**src/logic/icn_cfg.svh**
```systemverilog
// Offsets, field positions, reset values and counts of the input change notifier.
// Assumes a 16-bit register port with word offsets in the low address bits.
`ifndef ICN_CFG_SVH
`define ICN_CFG_SVH
`define ICN_NUM_INPUTS         23
`define ICN_ADDR_WIDTH         4
`define ICN_DATA_WIDTH         16
`define ICN_LOW_BITS           16
`define ICN_HIGH_BITS          7
`define ICN_OFF_IRQ_EN_LOW     4'h0
`define ICN_OFF_IRQ_EN_HIGH    4'h1
`define ICN_OFF_PULLUP_LOW     4'h2
`define ICN_OFF_PULLUP_HIGH    4'h3
`define ICN_OFF_PULLDOWN_LOW   4'h4
`define ICN_OFF_PULLDOWN_HIGH  4'h5
`define ICN_OFF_STATUS         4'h6
`define ICN_OFF_CLEAR          4'h7
`define ICN_OFF_INT_ENABLE     4'h8
`define ICN_OFF_PIN_LEVEL_LOW  4'h9
`define ICN_OFF_PIN_LEVEL_HIGH 4'hA
`define ICN_STAT_CHANGE_BIT    0
`define ICN_STAT_WAKE_BIT      1
`define ICN_STAT_WIDTH         2
`define ICN_RESET_VALUE        16'h0000
`endif

```
**src/logic/icn_pkg.sv**
```systemverilog
// Types shared by the input change notifier files.
// Assumes icn_cfg.svh is on the include path.
`include "icn_cfg.svh"
package icn_pkg;
    typedef logic [`ICN_NUM_INPUTS-1:0] icn_pins_type;
    typedef logic [`ICN_DATA_WIDTH-1:0] icn_word_type;
    typedef logic [`ICN_ADDR_WIDTH-1:0] icn_addr_type;
    typedef enum logic [1:0] {
        ICN_RUN   = 2'b00,
        ICN_SLEEP = 2'b01,
        ICN_WAKE  = 2'b10
    } icn_mode_type;
endpackage : icn_pkg

```
**src/logic/icn_notifier.sv**
```systemverilog
// Input change notifier: per-pin change interrupt, pull controls, sleep wake.
// Assumes pins synchronous to clk while awake; register port answers reads next cycle.
//
// Contract
// - Raise interrupt when a selected, enabled input pin changes state.
// - Detect changes in sleep with clocks stopped, and wake the processor; here a hit reaches wake_req only at a clock edge.
// - Up to 23 monitored inputs numbered from zero, each separately selectable.
// - Six control registers: two irq enable, two pull-up, two pull-down.
// - Each irq enable bit lets its pin's changes produce the interrupt.
// - Each pull-up bit turns on its pin's weak pull-up, independent of pull-down.
// - Each pull-down bit turns on its pin's weak pull-down, independent of pull-up.
//
// Our own choices: the address-and-strobe port and the address map.
`timescale 1ns/1ps
`include "icn_cfg.svh"
module icn_notifier #(
    parameter int NUM_INPUTS = `ICN_NUM_INPUTS
) (
    input  wire logic                  clk,
    input  wire logic                  rst,
    input  wire icn_pkg::icn_pins_type pins,
    input  wire logic                  sleep_req,
    input  wire icn_pkg::icn_addr_type reg_addr,
    input  wire icn_pkg::icn_word_type reg_wdata,
    input  wire logic                  reg_write,
    input  wire logic                  reg_read,
    output icn_pkg::icn_word_type      reg_rdata,
    output icn_pkg::icn_pins_type      pullup_on,
    output icn_pkg::icn_pins_type      pulldown_on,
    output logic                       irq,
    output logic                       wake_req,
    output logic                       sleeping
);
    import icn_pkg::*;

    localparam int HB = `ICN_HIGH_BITS;
    localparam int LB = `ICN_LOW_BITS;

    icn_pins_type irq_en_q;
    icn_pins_type pullup_q;
    icn_pins_type pulldown_q;
    icn_pins_type prev_q;
    icn_pins_type sleep_ref_q;
    logic [`ICN_STAT_WIDTH-1:0] status_q;
    logic [`ICN_STAT_WIDTH-1:0] status_d;
    logic [`ICN_STAT_WIDTH-1:0] int_en_q;
    icn_word_type rdata_q;
    icn_word_type rdata_d;
    logic         irq_q;
    logic         wake_q;
    logic         sleeping_q;
    icn_mode_type mode_q;
    icn_mode_type mode_d;

    // Address decode for the write path; the read mux compares offsets in its own case
    function automatic logic hit(input icn_addr_type a, input icn_addr_type off);
        hit = (a == off);
    endfunction : hit

    wire wr_en_lo  = reg_write & hit(reg_addr, `ICN_OFF_IRQ_EN_LOW);
    wire wr_en_hi  = reg_write & hit(reg_addr, `ICN_OFF_IRQ_EN_HIGH);
    wire wr_pu_lo  = reg_write & hit(reg_addr, `ICN_OFF_PULLUP_LOW);
    wire wr_pu_hi  = reg_write & hit(reg_addr, `ICN_OFF_PULLUP_HIGH);
    wire wr_pd_lo  = reg_write & hit(reg_addr, `ICN_OFF_PULLDOWN_LOW);
    wire wr_pd_hi  = reg_write & hit(reg_addr, `ICN_OFF_PULLDOWN_HIGH);
    wire wr_clear  = reg_write & hit(reg_addr, `ICN_OFF_CLEAR);
    wire wr_int_en = reg_write & hit(reg_addr, `ICN_OFF_INT_ENABLE);

    // Change compare against the previous clocked sample
    icn_pins_type change_vec;
    assign change_vec = (pins ^ prev_q) & irq_en_q;
    wire any_change = |change_vec;

    wire sleep_hit;
    wire in_sleep = (mode_q == ICN_SLEEP);

    icn_sleep_latch #(
        .WIDTH     (NUM_INPUTS)
    ) u_sleep (
        .pins      (pins),
        .enable    (irq_en_q),
        .armed     (in_sleep),
        .ref_level (sleep_ref_q),
        .changed   (sleep_hit)
    );

    // Set wins over a clear arriving in the same cycle
    wire [`ICN_STAT_WIDTH-1:0] set_vec;
    wire [`ICN_STAT_WIDTH-1:0] clr_vec;
    assign set_vec[`ICN_STAT_CHANGE_BIT] = any_change | sleep_hit;
    assign set_vec[`ICN_STAT_WAKE_BIT]   = sleep_hit;
    assign clr_vec = wr_clear ? reg_wdata[`ICN_STAT_WIDTH-1:0] : '0;
    assign status_d = (status_q & ~clr_vec) | set_vec;

    always_comb begin
        mode_d = mode_q;
        case (mode_q)
            ICN_RUN: begin
                if (sleep_req) begin
                    mode_d = ICN_SLEEP;
                end
            end
            ICN_SLEEP: begin
                // The latch holds no request: a hit counts only if the pin still differs at a clock edge
                if (sleep_hit) begin
                    mode_d = ICN_WAKE;
                end else if (!sleep_req) begin
                    mode_d = ICN_RUN;
                end
            end
            ICN_WAKE: begin
                if (!sleep_req) begin
                    mode_d = ICN_RUN;
                end
            end
            default: begin
                mode_d = ICN_RUN;
            end
        endcase
    end

    // Read mux; high registers carry only the upper inputs, rest read zero
    wire [LB-1:0] zero_lo = '0;
    wire [LB-HB-1:0] zero_hi = '0;
    always_comb begin
        rdata_d = `ICN_RESET_VALUE;
        if (reg_read) begin
            case (reg_addr)
                `ICN_OFF_IRQ_EN_LOW:     rdata_d = irq_en_q[LB-1:0];
                `ICN_OFF_IRQ_EN_HIGH:    rdata_d = {zero_hi, irq_en_q[NUM_INPUTS-1:LB]};
                `ICN_OFF_PULLUP_LOW:     rdata_d = pullup_q[LB-1:0];
                `ICN_OFF_PULLUP_HIGH:    rdata_d = {zero_hi, pullup_q[NUM_INPUTS-1:LB]};
                `ICN_OFF_PULLDOWN_LOW:   rdata_d = pulldown_q[LB-1:0];
                `ICN_OFF_PULLDOWN_HIGH:  rdata_d = {zero_hi, pulldown_q[NUM_INPUTS-1:LB]};
                `ICN_OFF_STATUS:         rdata_d = {zero_lo[LB-1:`ICN_STAT_WIDTH], status_q};
                `ICN_OFF_INT_ENABLE:     rdata_d = {zero_lo[LB-1:`ICN_STAT_WIDTH], int_en_q};
                `ICN_OFF_PIN_LEVEL_LOW:  rdata_d = prev_q[LB-1:0];
                `ICN_OFF_PIN_LEVEL_HIGH: rdata_d = {zero_hi, prev_q[NUM_INPUTS-1:LB]};
                default:                 rdata_d = `ICN_RESET_VALUE;
            endcase
        end
    end

    // Six control registers, split low/high word per function
    genvar gi;
    generate
        for (gi = 0; gi < NUM_INPUTS; gi++) begin : g_bit
            localparam int WB = (gi < LB) ? gi : gi - LB;
            wire sel_en = (gi < LB) ? wr_en_lo : wr_en_hi;
            wire sel_pu = (gi < LB) ? wr_pu_lo : wr_pu_hi;
            wire sel_pd = (gi < LB) ? wr_pd_lo : wr_pd_hi;
            always_ff @(posedge clk) begin
                if (rst) begin
                    irq_en_q[gi]   <= 1'b0;
                    pullup_q[gi]   <= 1'b0;
                    pulldown_q[gi] <= 1'b0;
                end else begin
                    if (sel_en) irq_en_q[gi] <= reg_wdata[WB];
                    if (sel_pu) pullup_q[gi] <= reg_wdata[WB];
                    if (sel_pd) pulldown_q[gi] <= reg_wdata[WB];
                end
            end
        end
    endgenerate

    always_ff @(posedge clk) begin
        if (rst) begin
            prev_q      <= '0;
            sleep_ref_q <= '0;
        end else begin
            prev_q <= pins;
            if (mode_q == ICN_RUN) begin
                sleep_ref_q <= pins;
            end
        end
    end

    always_ff @(posedge clk) begin
        if (rst) begin
            status_q <= '0;
            int_en_q <= '0;
            mode_q   <= ICN_RUN;
            rdata_q  <= `ICN_RESET_VALUE;
        end else begin
            status_q <= status_d;
            mode_q   <= mode_d;
            rdata_q  <= rdata_d;
            if (wr_int_en) begin
                int_en_q <= reg_wdata[`ICN_STAT_WIDTH-1:0];
            end
        end
    end

    // Pulls follow the bits one to one; both-on is left to software
    always_ff @(posedge clk) begin
        if (rst) begin
            pullup_on   <= '0;
            pulldown_on <= '0;
            irq_q       <= 1'b0;
            wake_q      <= 1'b0;
            sleeping_q  <= 1'b0;
        end else begin
            pullup_on   <= pullup_q;
            pulldown_on <= pulldown_q;
            irq_q       <= |(status_d & int_en_q);
            wake_q      <= (mode_d == ICN_WAKE);
            // Same timing as the mode register, but kept as its own flop for the port
            sleeping_q  <= (mode_d == ICN_SLEEP);
        end
    end

    assign reg_rdata = rdata_q;
    assign irq       = irq_q;
    assign wake_req  = wake_q;
    assign sleeping  = sleeping_q;
endmodule : icn_notifier

```
**src/logic/icn_sleep_latch.sv**
```systemverilog
// Clockless catch of a pin change while the system clock is stopped.
// Assumes pins and enables hold still for the time it takes to arm.
`timescale 1ns/1ps
module icn_sleep_latch #(
    parameter int WIDTH = 23
) (
    input  wire logic [WIDTH-1:0] pins,
    input  wire logic [WIDTH-1:0] enable,
    input  wire logic             armed,
    input  wire logic [WIDTH-1:0] ref_level,
    output logic                  changed
);
    logic [WIDTH-1:0] diff;
    // A pure level compare holds while the pin differs from the armed
    // reference; the clock domain captures it as a sticky flag on resume.
    assign diff    = (pins ^ ref_level) & enable;
    assign changed = armed & (|diff);
endmodule : icn_sleep_latch

```
**config.mk**
```make
export PLATFORM = sky130hd
export DESIGN_NAME = icn_notifier
export DESIGN_NICKNAME = d
export VERILOG_FILES = /design/src/logic/icn_pkg.sv /design/src/logic/icn_notifier.sv /design/src/logic/icn_sleep_latch.sv
export VERILOG_INCLUDE_DIRS = /design/src /design/src/logic
export SDC_FILE = /design/constraint.sdc
export NUM_CORES = 1
export LEC_CHECK = 0
export BUFFER_PORTS_ARGS = -buffer_cell sky130_fd_sc_hd__buf_2
export CORE_ASPECT_RATIO = 1.25
export CORE_MARGIN = 1.5
export CORE_UTILIZATION = 45
export DETAILED_ROUTE_END_ITERATION = 16
export PLACE_DENSITY = 0.66
export SETUP_SLACK_MARGIN = 0.5
export SLEW_MARGIN = 0
export SYNTH_ARGS = -nofsm -noshare
export SYNTH_HDL_FRONTEND = slang
export SYNTH_SLANG_ARGS = --single-unit
```
**constraint.sdc**
```tcl
create_clock -name clk -period 1.95 [get_ports clk]
set_input_delay 0.39 -clock clk [delete_from_list [all_inputs] [get_ports clk]]
set_output_delay 0.39 -clock clk [all_outputs]
set_load 0.005 [all_outputs]
```
==> results of run 1 <==
==> worst paths after layout <==
check | slack (ns) | endpoint | cells past startpoint
worst max-delay path | 0.12 | irq | 5
worst min-delay path | 0.22 | sleeping | 2
worst max register to register | 0.12 | irq | 5
worst min register to register | 0.46 | sleep_ref_q[20] | 2
==> per-layer routing <==
metal	GRT usage, %	share of wire (%)	vias to the layer above
li1	-	-	2949
met1	30.7	46	2718
met2	37.3	47	189
met3	5.20	5.4	14
met4	6.68	1.2	0
met5	0	0	-
==> worst max-delay path, cell delays in order, from the launching register on <==
cell and delay [ns]:
dfxtp_2 0.33, xor2_2 0.15, a222oi_1 0.38, nand4_1 0.25
o311a_1 0.35, a211o_1 0.26
==> where the power goes <==
part | internal [W] | total (W) | leakage [nW] | switching [W]
clock network | 0.00222 | 0.00366 | 0.289 | 0.00144
registers | 0.00390 | 0.00397 | 1.51 | 0.0000774
logic | 0.000245 | 0.000619 | 1.94 | 0.000374
==> final cells by class <==
cell class,count,share of cell area (%)
timing repair buffer,153,10.6
inverter,5,0.268
multi-input combinational,552,37.0
clock inverter,10,1.88
tap,212,2.99
clock buffer,22,5.24
sequential,186,42.1
==> cells in the final DEF (no fill, tap or decap), types with 11 or more instances in the layout <==
cell         n
dfxtp_1    184
nand2_1    156
buf_2      110
a21oi_1     95
nor2b_1     69
xor2_1      45
a22oi_1     38
buf_4       36
nor2_1      35
mux2i_1     26
clkbuf_16   17
nand3_1     11
o21ai_0     11
==> flip-flops by register name (all words and copies together), names as in the netlist <==
signal / flops
mode_q: 2
pullup_q: 23
sleeping: 1
wake_req: 1
irq: 1
int_en_q: 2
prev_q: 23
pullup_on: 23
pulldown_q: 23
reg_rdata: 16
irq_en_q: 23
pulldown_on: 23
status_q: 2
sleep_ref_q: 23
==> stage by stage <==
step / util (%) / TNS [ns]
after global placement: 52.5 / -0.122
after CTS: 56.8 / 0
after global routing: 56.9 / 0
after detailed placement: 52.5 / -0.144
after floorplan: - / 0
final: 56.9 / 0
==> cell families (layout without fill, tap and decap cells) <==
group | Yosys count | in the layout | share of synthesized area [%]
AOI/OAI and AO/OA | 178 | 178 | 15.6
DFF | 186 | 186 | 52.0
buffers and inverters | 54 | 190 | 3.08
and+or+nand+nor | 301 | 301 | 19.8
muxes | 27 | 27 | 3.79
xor gates and xnor gates | 46 | 46 | 5.63
==> timing repair <==
| item | 4_1_cts | 5_1_grt |
|---|---|---|
| pin swaps | 4 | 3 |
| gates resized for setup | 4 | 5 |
| endpoints found under the setup margin | 23 | 27 |
| endpoints found under the hold margin | 0 | 0 |
| setup buffers | 2 | 1 |
==> flow_summary.yaml, run 1 <==
global_route:
  number_of_global_route_vias_before_repair: 5322
  largest_net_degree_at_the_start_of_global_routing: 72
  initial_antenna_violation_count: 0
  grt_pass1_wl_mm: 28.9
  grt_overflow: 0
  grt_use_total_pct: 23.0
placement:
  pre_cts_slack_ns: -0.144
  gpl.final_weighted_congestion: 0.930
  port_buffers: 112
  dpl.cell_count: 1105
  placed_cell_area_um2: 8180
  hpwl_mm: 13.9
worst_setup_path:
  setup_crit_path_kind: "reg -> reg"
  cp_max_fo: 2
  crit_arrival_ns: 2.15
  startpoint_types: "flip-flop"
  reg2reg_from: "prev_q[17]"
  cp-startpoint: "prev_q[17]"
  worst_setup_path_end_kind: "flip-flop"
  cp_data_required_time_ns: 2.27
drt:
  drc: 0
  dr.pass1.iters: 7
  routed_wirelength_mm: 19.1
  route.detailed.vias_per_inst: 5.15
  wire_per_inst_um: 16.7
  detailedRoute.firstIterationViolations: 499
  detail-route-antenna-nets: 0
  route.vias.total: 5870
sta:
  max_freq_mhz: 547
  hold_ws_ns: 0.215
  timing.final.setup_violations: 0
  finalHoldViolCount: 0
  finalMaxSlewViolations: 0
  finalWorstSetupSlack_ns: 0.123
  finClkSkew_ns: 0.00923
  post-route-period-util_pct: 93.7
  timing_worst_slew_pin_value_ns: 0.474
  rsz0062_at_grt: "true"
  rel_slew_slack_pct: 68.4
  layout_min_cycle_time_ns: 1.83
power:
  leakagePower_nw: 3.74
  vdd_drop_max_v: 0.000480
  total_power_w: 0.00825
  power.density_cell_area_nw_per_um2: 932
cts:
  worst_setup_hold_path_clk_slew_ns: 0.06
  htree_levels: 4
  clock_insertion_delay_at_the_later_pin_of_the_skew_report_ns: 0.44
  numClockSinks: 186
  ctsHoldBuffers: 0
  cts_tree: "yes"
  clock_buffer_count_from_cts: 17
  clockBufferDepth: 2
  cts-root-buf: "clkbuf_16"
yosys:
  async_flop_share_pct: 0
  postSynthAreaPerCell_um2: 9.03
  synthMostInstantiatedCell: "dfxtp_1"
  yosysTopAreaCell: "dfxtp_1"
  netlist_top_cells_area: "dfxtp_1 52%, nand2_1 8.3%, a21oi_1 6.6%"
  synth.ff_latch_count: 186
  synth_edf_count: 0
  yosysWarnings: 0
  syn-cell-area_um2: 7160
  synth.net_count: 840
  synth-main-ff-cell: "dfxtp_1"
  ys_types: 46
  synthesis.instances: 792
  synth_top_cells_by_count: "186 x dfxtp_1, 159 x nand2_1, 95 x a21oi_1, 69 x nor2b_1, 46 x xor2_1"
  synth_top_area_share_pct: 52.0
  seq_area_frac_synth_pct: 52.0
cells_and_area:
  design_area_um2: 8860
  nNetsFinal: 963
  sequential_cell_area_um2: 3730
  multiInputGateArea_um2: 3270
  layout-drive-gt1-share_pct: 22.1
  nFillCells: 1425
  antenna_cells_inserted: 0
  instances_no_fill: 1140
  area_growth_syn_to_layout_pct: 23.8
floorplanning:
  rows: 51
  die_area_um2: 16700
  core_region_area_um2: 15600
  initial_utilization_pct: 46.0
  horizontal_die_dimension_um: 116
  die_height_um: 144
  io-pin-count: 113
hold_path:
  hp-start: "sleep_req"
  hold_path.class: "in -> reg"
run:
  maxCapViolations: 0
run_status:
  run_status: "finished clean"
Note: power is estimated with default switching activity, not from simulation.
==> inputs of run 2 (changes only) <==
- ABC_AREA: unset -> 1
==> flow_summary.yaml, run 2 <==
hold_path:
  hold_path.class: "in -> reg"
power:
  vdd_drop_max_v: 0.000662
  power.density_cell_area_nw_per_um2: 929
  leakagePower_nw: 3.72
worst_setup_path:
  cp_data_required_time_ns: 2.28
  startpoint_types: "flip-flop"
  reg2reg_from: "sleep_ref_q[8]"
  ff2ff_setup_slack_ns: 0.60
  cp-startpoint: "sleep_ref_q[8]"
  worst_setup_path_end_kind: "flip-flop"
  crit_arrival_ns: 1.68
  timing.rr.end: "irq"
  cp_max_fo: 4
  endpoint: "irq"
  setup_crit_path_kind: "reg -> reg"
  worst-r2r-cell-count: 11
yosys:
  postSynthAreaPerCell_um2: 7.51
  synthMostInstantiatedCell: "dfxtp_1"
  async_flop_share_pct: 0
  synth-main-ff-cell: "dfxtp_1"
  synth.net_count: 995
  yosysWarnings: 0
  seq_area_frac_synth_pct: 52.4
  synth.ff_latch_count: 186
  yosysTopAreaCell: "dfxtp_1"
  synthesis.instances: 947
  synth_top_area_share_pct: 52.4
  ys_types: 24
  syn-cell-area_um2: 7110
  netlist_top_cells_area: "dfxtp_1 52%, nand2_1 7.6%, a21oi_1 7.4%"
  synth_top_cells_by_count: "186 x dfxtp_1, 144 x nand2_1, 136 x nor2_1, 124 x inv_1, 105 x a21oi_1"
  synth_edf_count: 0
cts:
  htree_levels: 4
  cts-root-buf: "clkbuf_16"
  numClockSinks: 186
  cts_tree: "yes"
  worst_setup_hold_path_clk_slew_ns: 0.07
  clock_buffer_count_from_cts: 17
  post_cts.repair.setup_buffers: 0
  clock_insertion_delay_at_the_later_pin_of_the_skew_report_ns: 0.44
  clockBufferDepth: 2
drt:
  route.detailed.vias_per_inst: 4.95
  detailedRoute.firstIterationViolations: 437
  detail-route-antenna-nets: 0
  routed_wirelength_mm: 17.8
  dr.pass1.iters: 4
  drc: 0
  wire_per_inst_um: 14.0
  route.vias.total: 6302
cells_and_area:
  nFillCells: 1475
  antenna_cells_inserted: 0
  area_growth_syn_to_layout_pct: 19.5
  multiInputGateArea_um2: 2790
  nNetsFinal: 1096
  layout-drive-gt1-share_pct: 19.6
  sequential_cell_area_um2: 3740
  design_area_um2: 8500
  layout_common_cells: "175 x dfxtp_1, 139 x nand2_1, 127 x nor2_1"
  mostFrequentLayoutCell: "dfxtp_1"
sta:
  timing.final.setup_violations: 0
  rsz0062_at_grt: "true"
  layout_min_cycle_time_ns: 1.35
  finalMaxSlewViolations: 0
  rel_slew_slack_pct: 65.6
  tns_ns: 0
  timing_worst_slew_pin_value_ns: 0.515
  max_freq_mhz: 743
  post-route-period-util_pct: 69.0
  finClkSkew_ns: 0.00660
  finalHoldViolCount: 0
floorplanning:
  die_area_um2: 16600
  core_region_area_um2: 15500
  die_height_um: 144
  initial_utilization_pct: 45.9
  horizontal_die_dimension_um: 115
  io-pin-count: 113
  rows: 51
placement:
  gpl.final_weighted_congestion: 0.912
  placed_cell_area_um2: 7860
  port_buffers: 112
  hpwl_mm: 13.0
global_route:
  largest_net_degree_at_the_start_of_global_routing: 82
  initial_antenna_violation_count: 0
  grt_overflow: 0
  grt_pass1_wl_mm: 27.5
  grt_use_total_pct: 21.9
  number_of_global_route_vias_before_repair: 5355
run_status:
  run_status: "finished clean"
run:
  maxCapViolations: 0
[run 2: cell count changes after synthesis, moves of 17 or more]
cell | previous run | this run
a22oi_1 | 38 | 0
o21ai_0 | 12 | 82
mux2i_1 | 26 | 0
nor2_1 | 37 | 136
o22ai_1 | 3 | 30
clkbuf_1 | 37 | 20
nand3_1 | 11 | 51
nor2b_1 | 69 | 0
xor2_1 | 46 | 0
inv_1 | 4 | 124
[run 2: layout make-up]
type	instances	share of cell area (%)
Sequential cell	186	44.0
Multi-Input combinational cell	589	32.8
Timing Repair Buffer	122	7.63
Inverter	132	5.83
Clock buffer	18	5.17
Tap cell	212	3.12
Clock inverter	14	1.49
[run 2: worst min path at each step]
stage | depth (start not counted) | from | end
after floorplan | 2 | pulldown_q[1] | pulldown_on[1]
after global routing | 3 | pins[18] | prev_q[18]
after global placement | 2 | pulldown_q[1] | pulldown_on[1]
after CTS | 3 | pins[18] | prev_q[18]
after detailed placement | 2 | pulldown_q[2] | pulldown_on[2]
final | 3 | pins[18] | prev_q[18]
[run 2: cell families (layout without fill, tap and decap cells)]
group | count (synthesis) | count (layout) | share of synthesized area [%]
DFF | 186 | 186 | 52.4
AOI/OAI and AO/OA | 239 | 239 | 18.0
and+or+nand+nor | 350 | 350 | 20.3
buffers and inverters | 172 | 286 | 9.36
[run 2: timing repair]
| action | 4_1_cts | 5_1_grt |
|---|---|---|
| hold buffers | 0 | 0 |
| setup endpoints to repair | 1 | 10 |
| pin swaps | 0 | 10 |
| resized for setup | 1 | 32 |
[run 2: critical path: stages, from the launching register on]
cell	delay, ns
dfxtp_2	0.34
nand2_1	0.05
nand2_1	0.05
nor2_1	0.04
nor2_1	0.13
nand2_1	0.11
nor2_2	0.16
nand3_4	0.12
nand3_2	0.11
nand2_2	0.05
nand2_1	0.05
nand2_1	0.04
[run 2: per-layer routing]
metal | wire length [um] | GRT usage [%]
met5 | 0 | 0
met4 | 232 | 7.15
met3 | 1020 | 4.60
met2 | 8010 | 33.5
met1 | 8570 | 30.7
[run 2: through the flow]
step                      worst slack, ns  hold slack (ns)  util [%]  power (W)  std cells
after detailed placement            0.146            0.450      50.7    0.00466       1241
after global placement              0.201            0.448      50.7    0.00465       1241
after global routing                0.473            0.239      54.8    0.00821       1273
final                               0.605            0.227      54.8    0.00789       1273
after CTS                           0.514            0.211      54.4    0.00793       1273
after floorplan                     0.539            0.421         -    0.00444        947
[run 2: power by group]
| group | total, W | switching [W] | internal (W) |
|---|---|---|---|
| sequential | 0.00401 | 0.0000734 | 0.00393 |
| combinational | 0.000597 | 0.000399 | 0.000198 |
| clock | 0.00329 | 0.00158 | 0.00171 |
| total | 0.00789 | 0.00205 | 0.00584 |
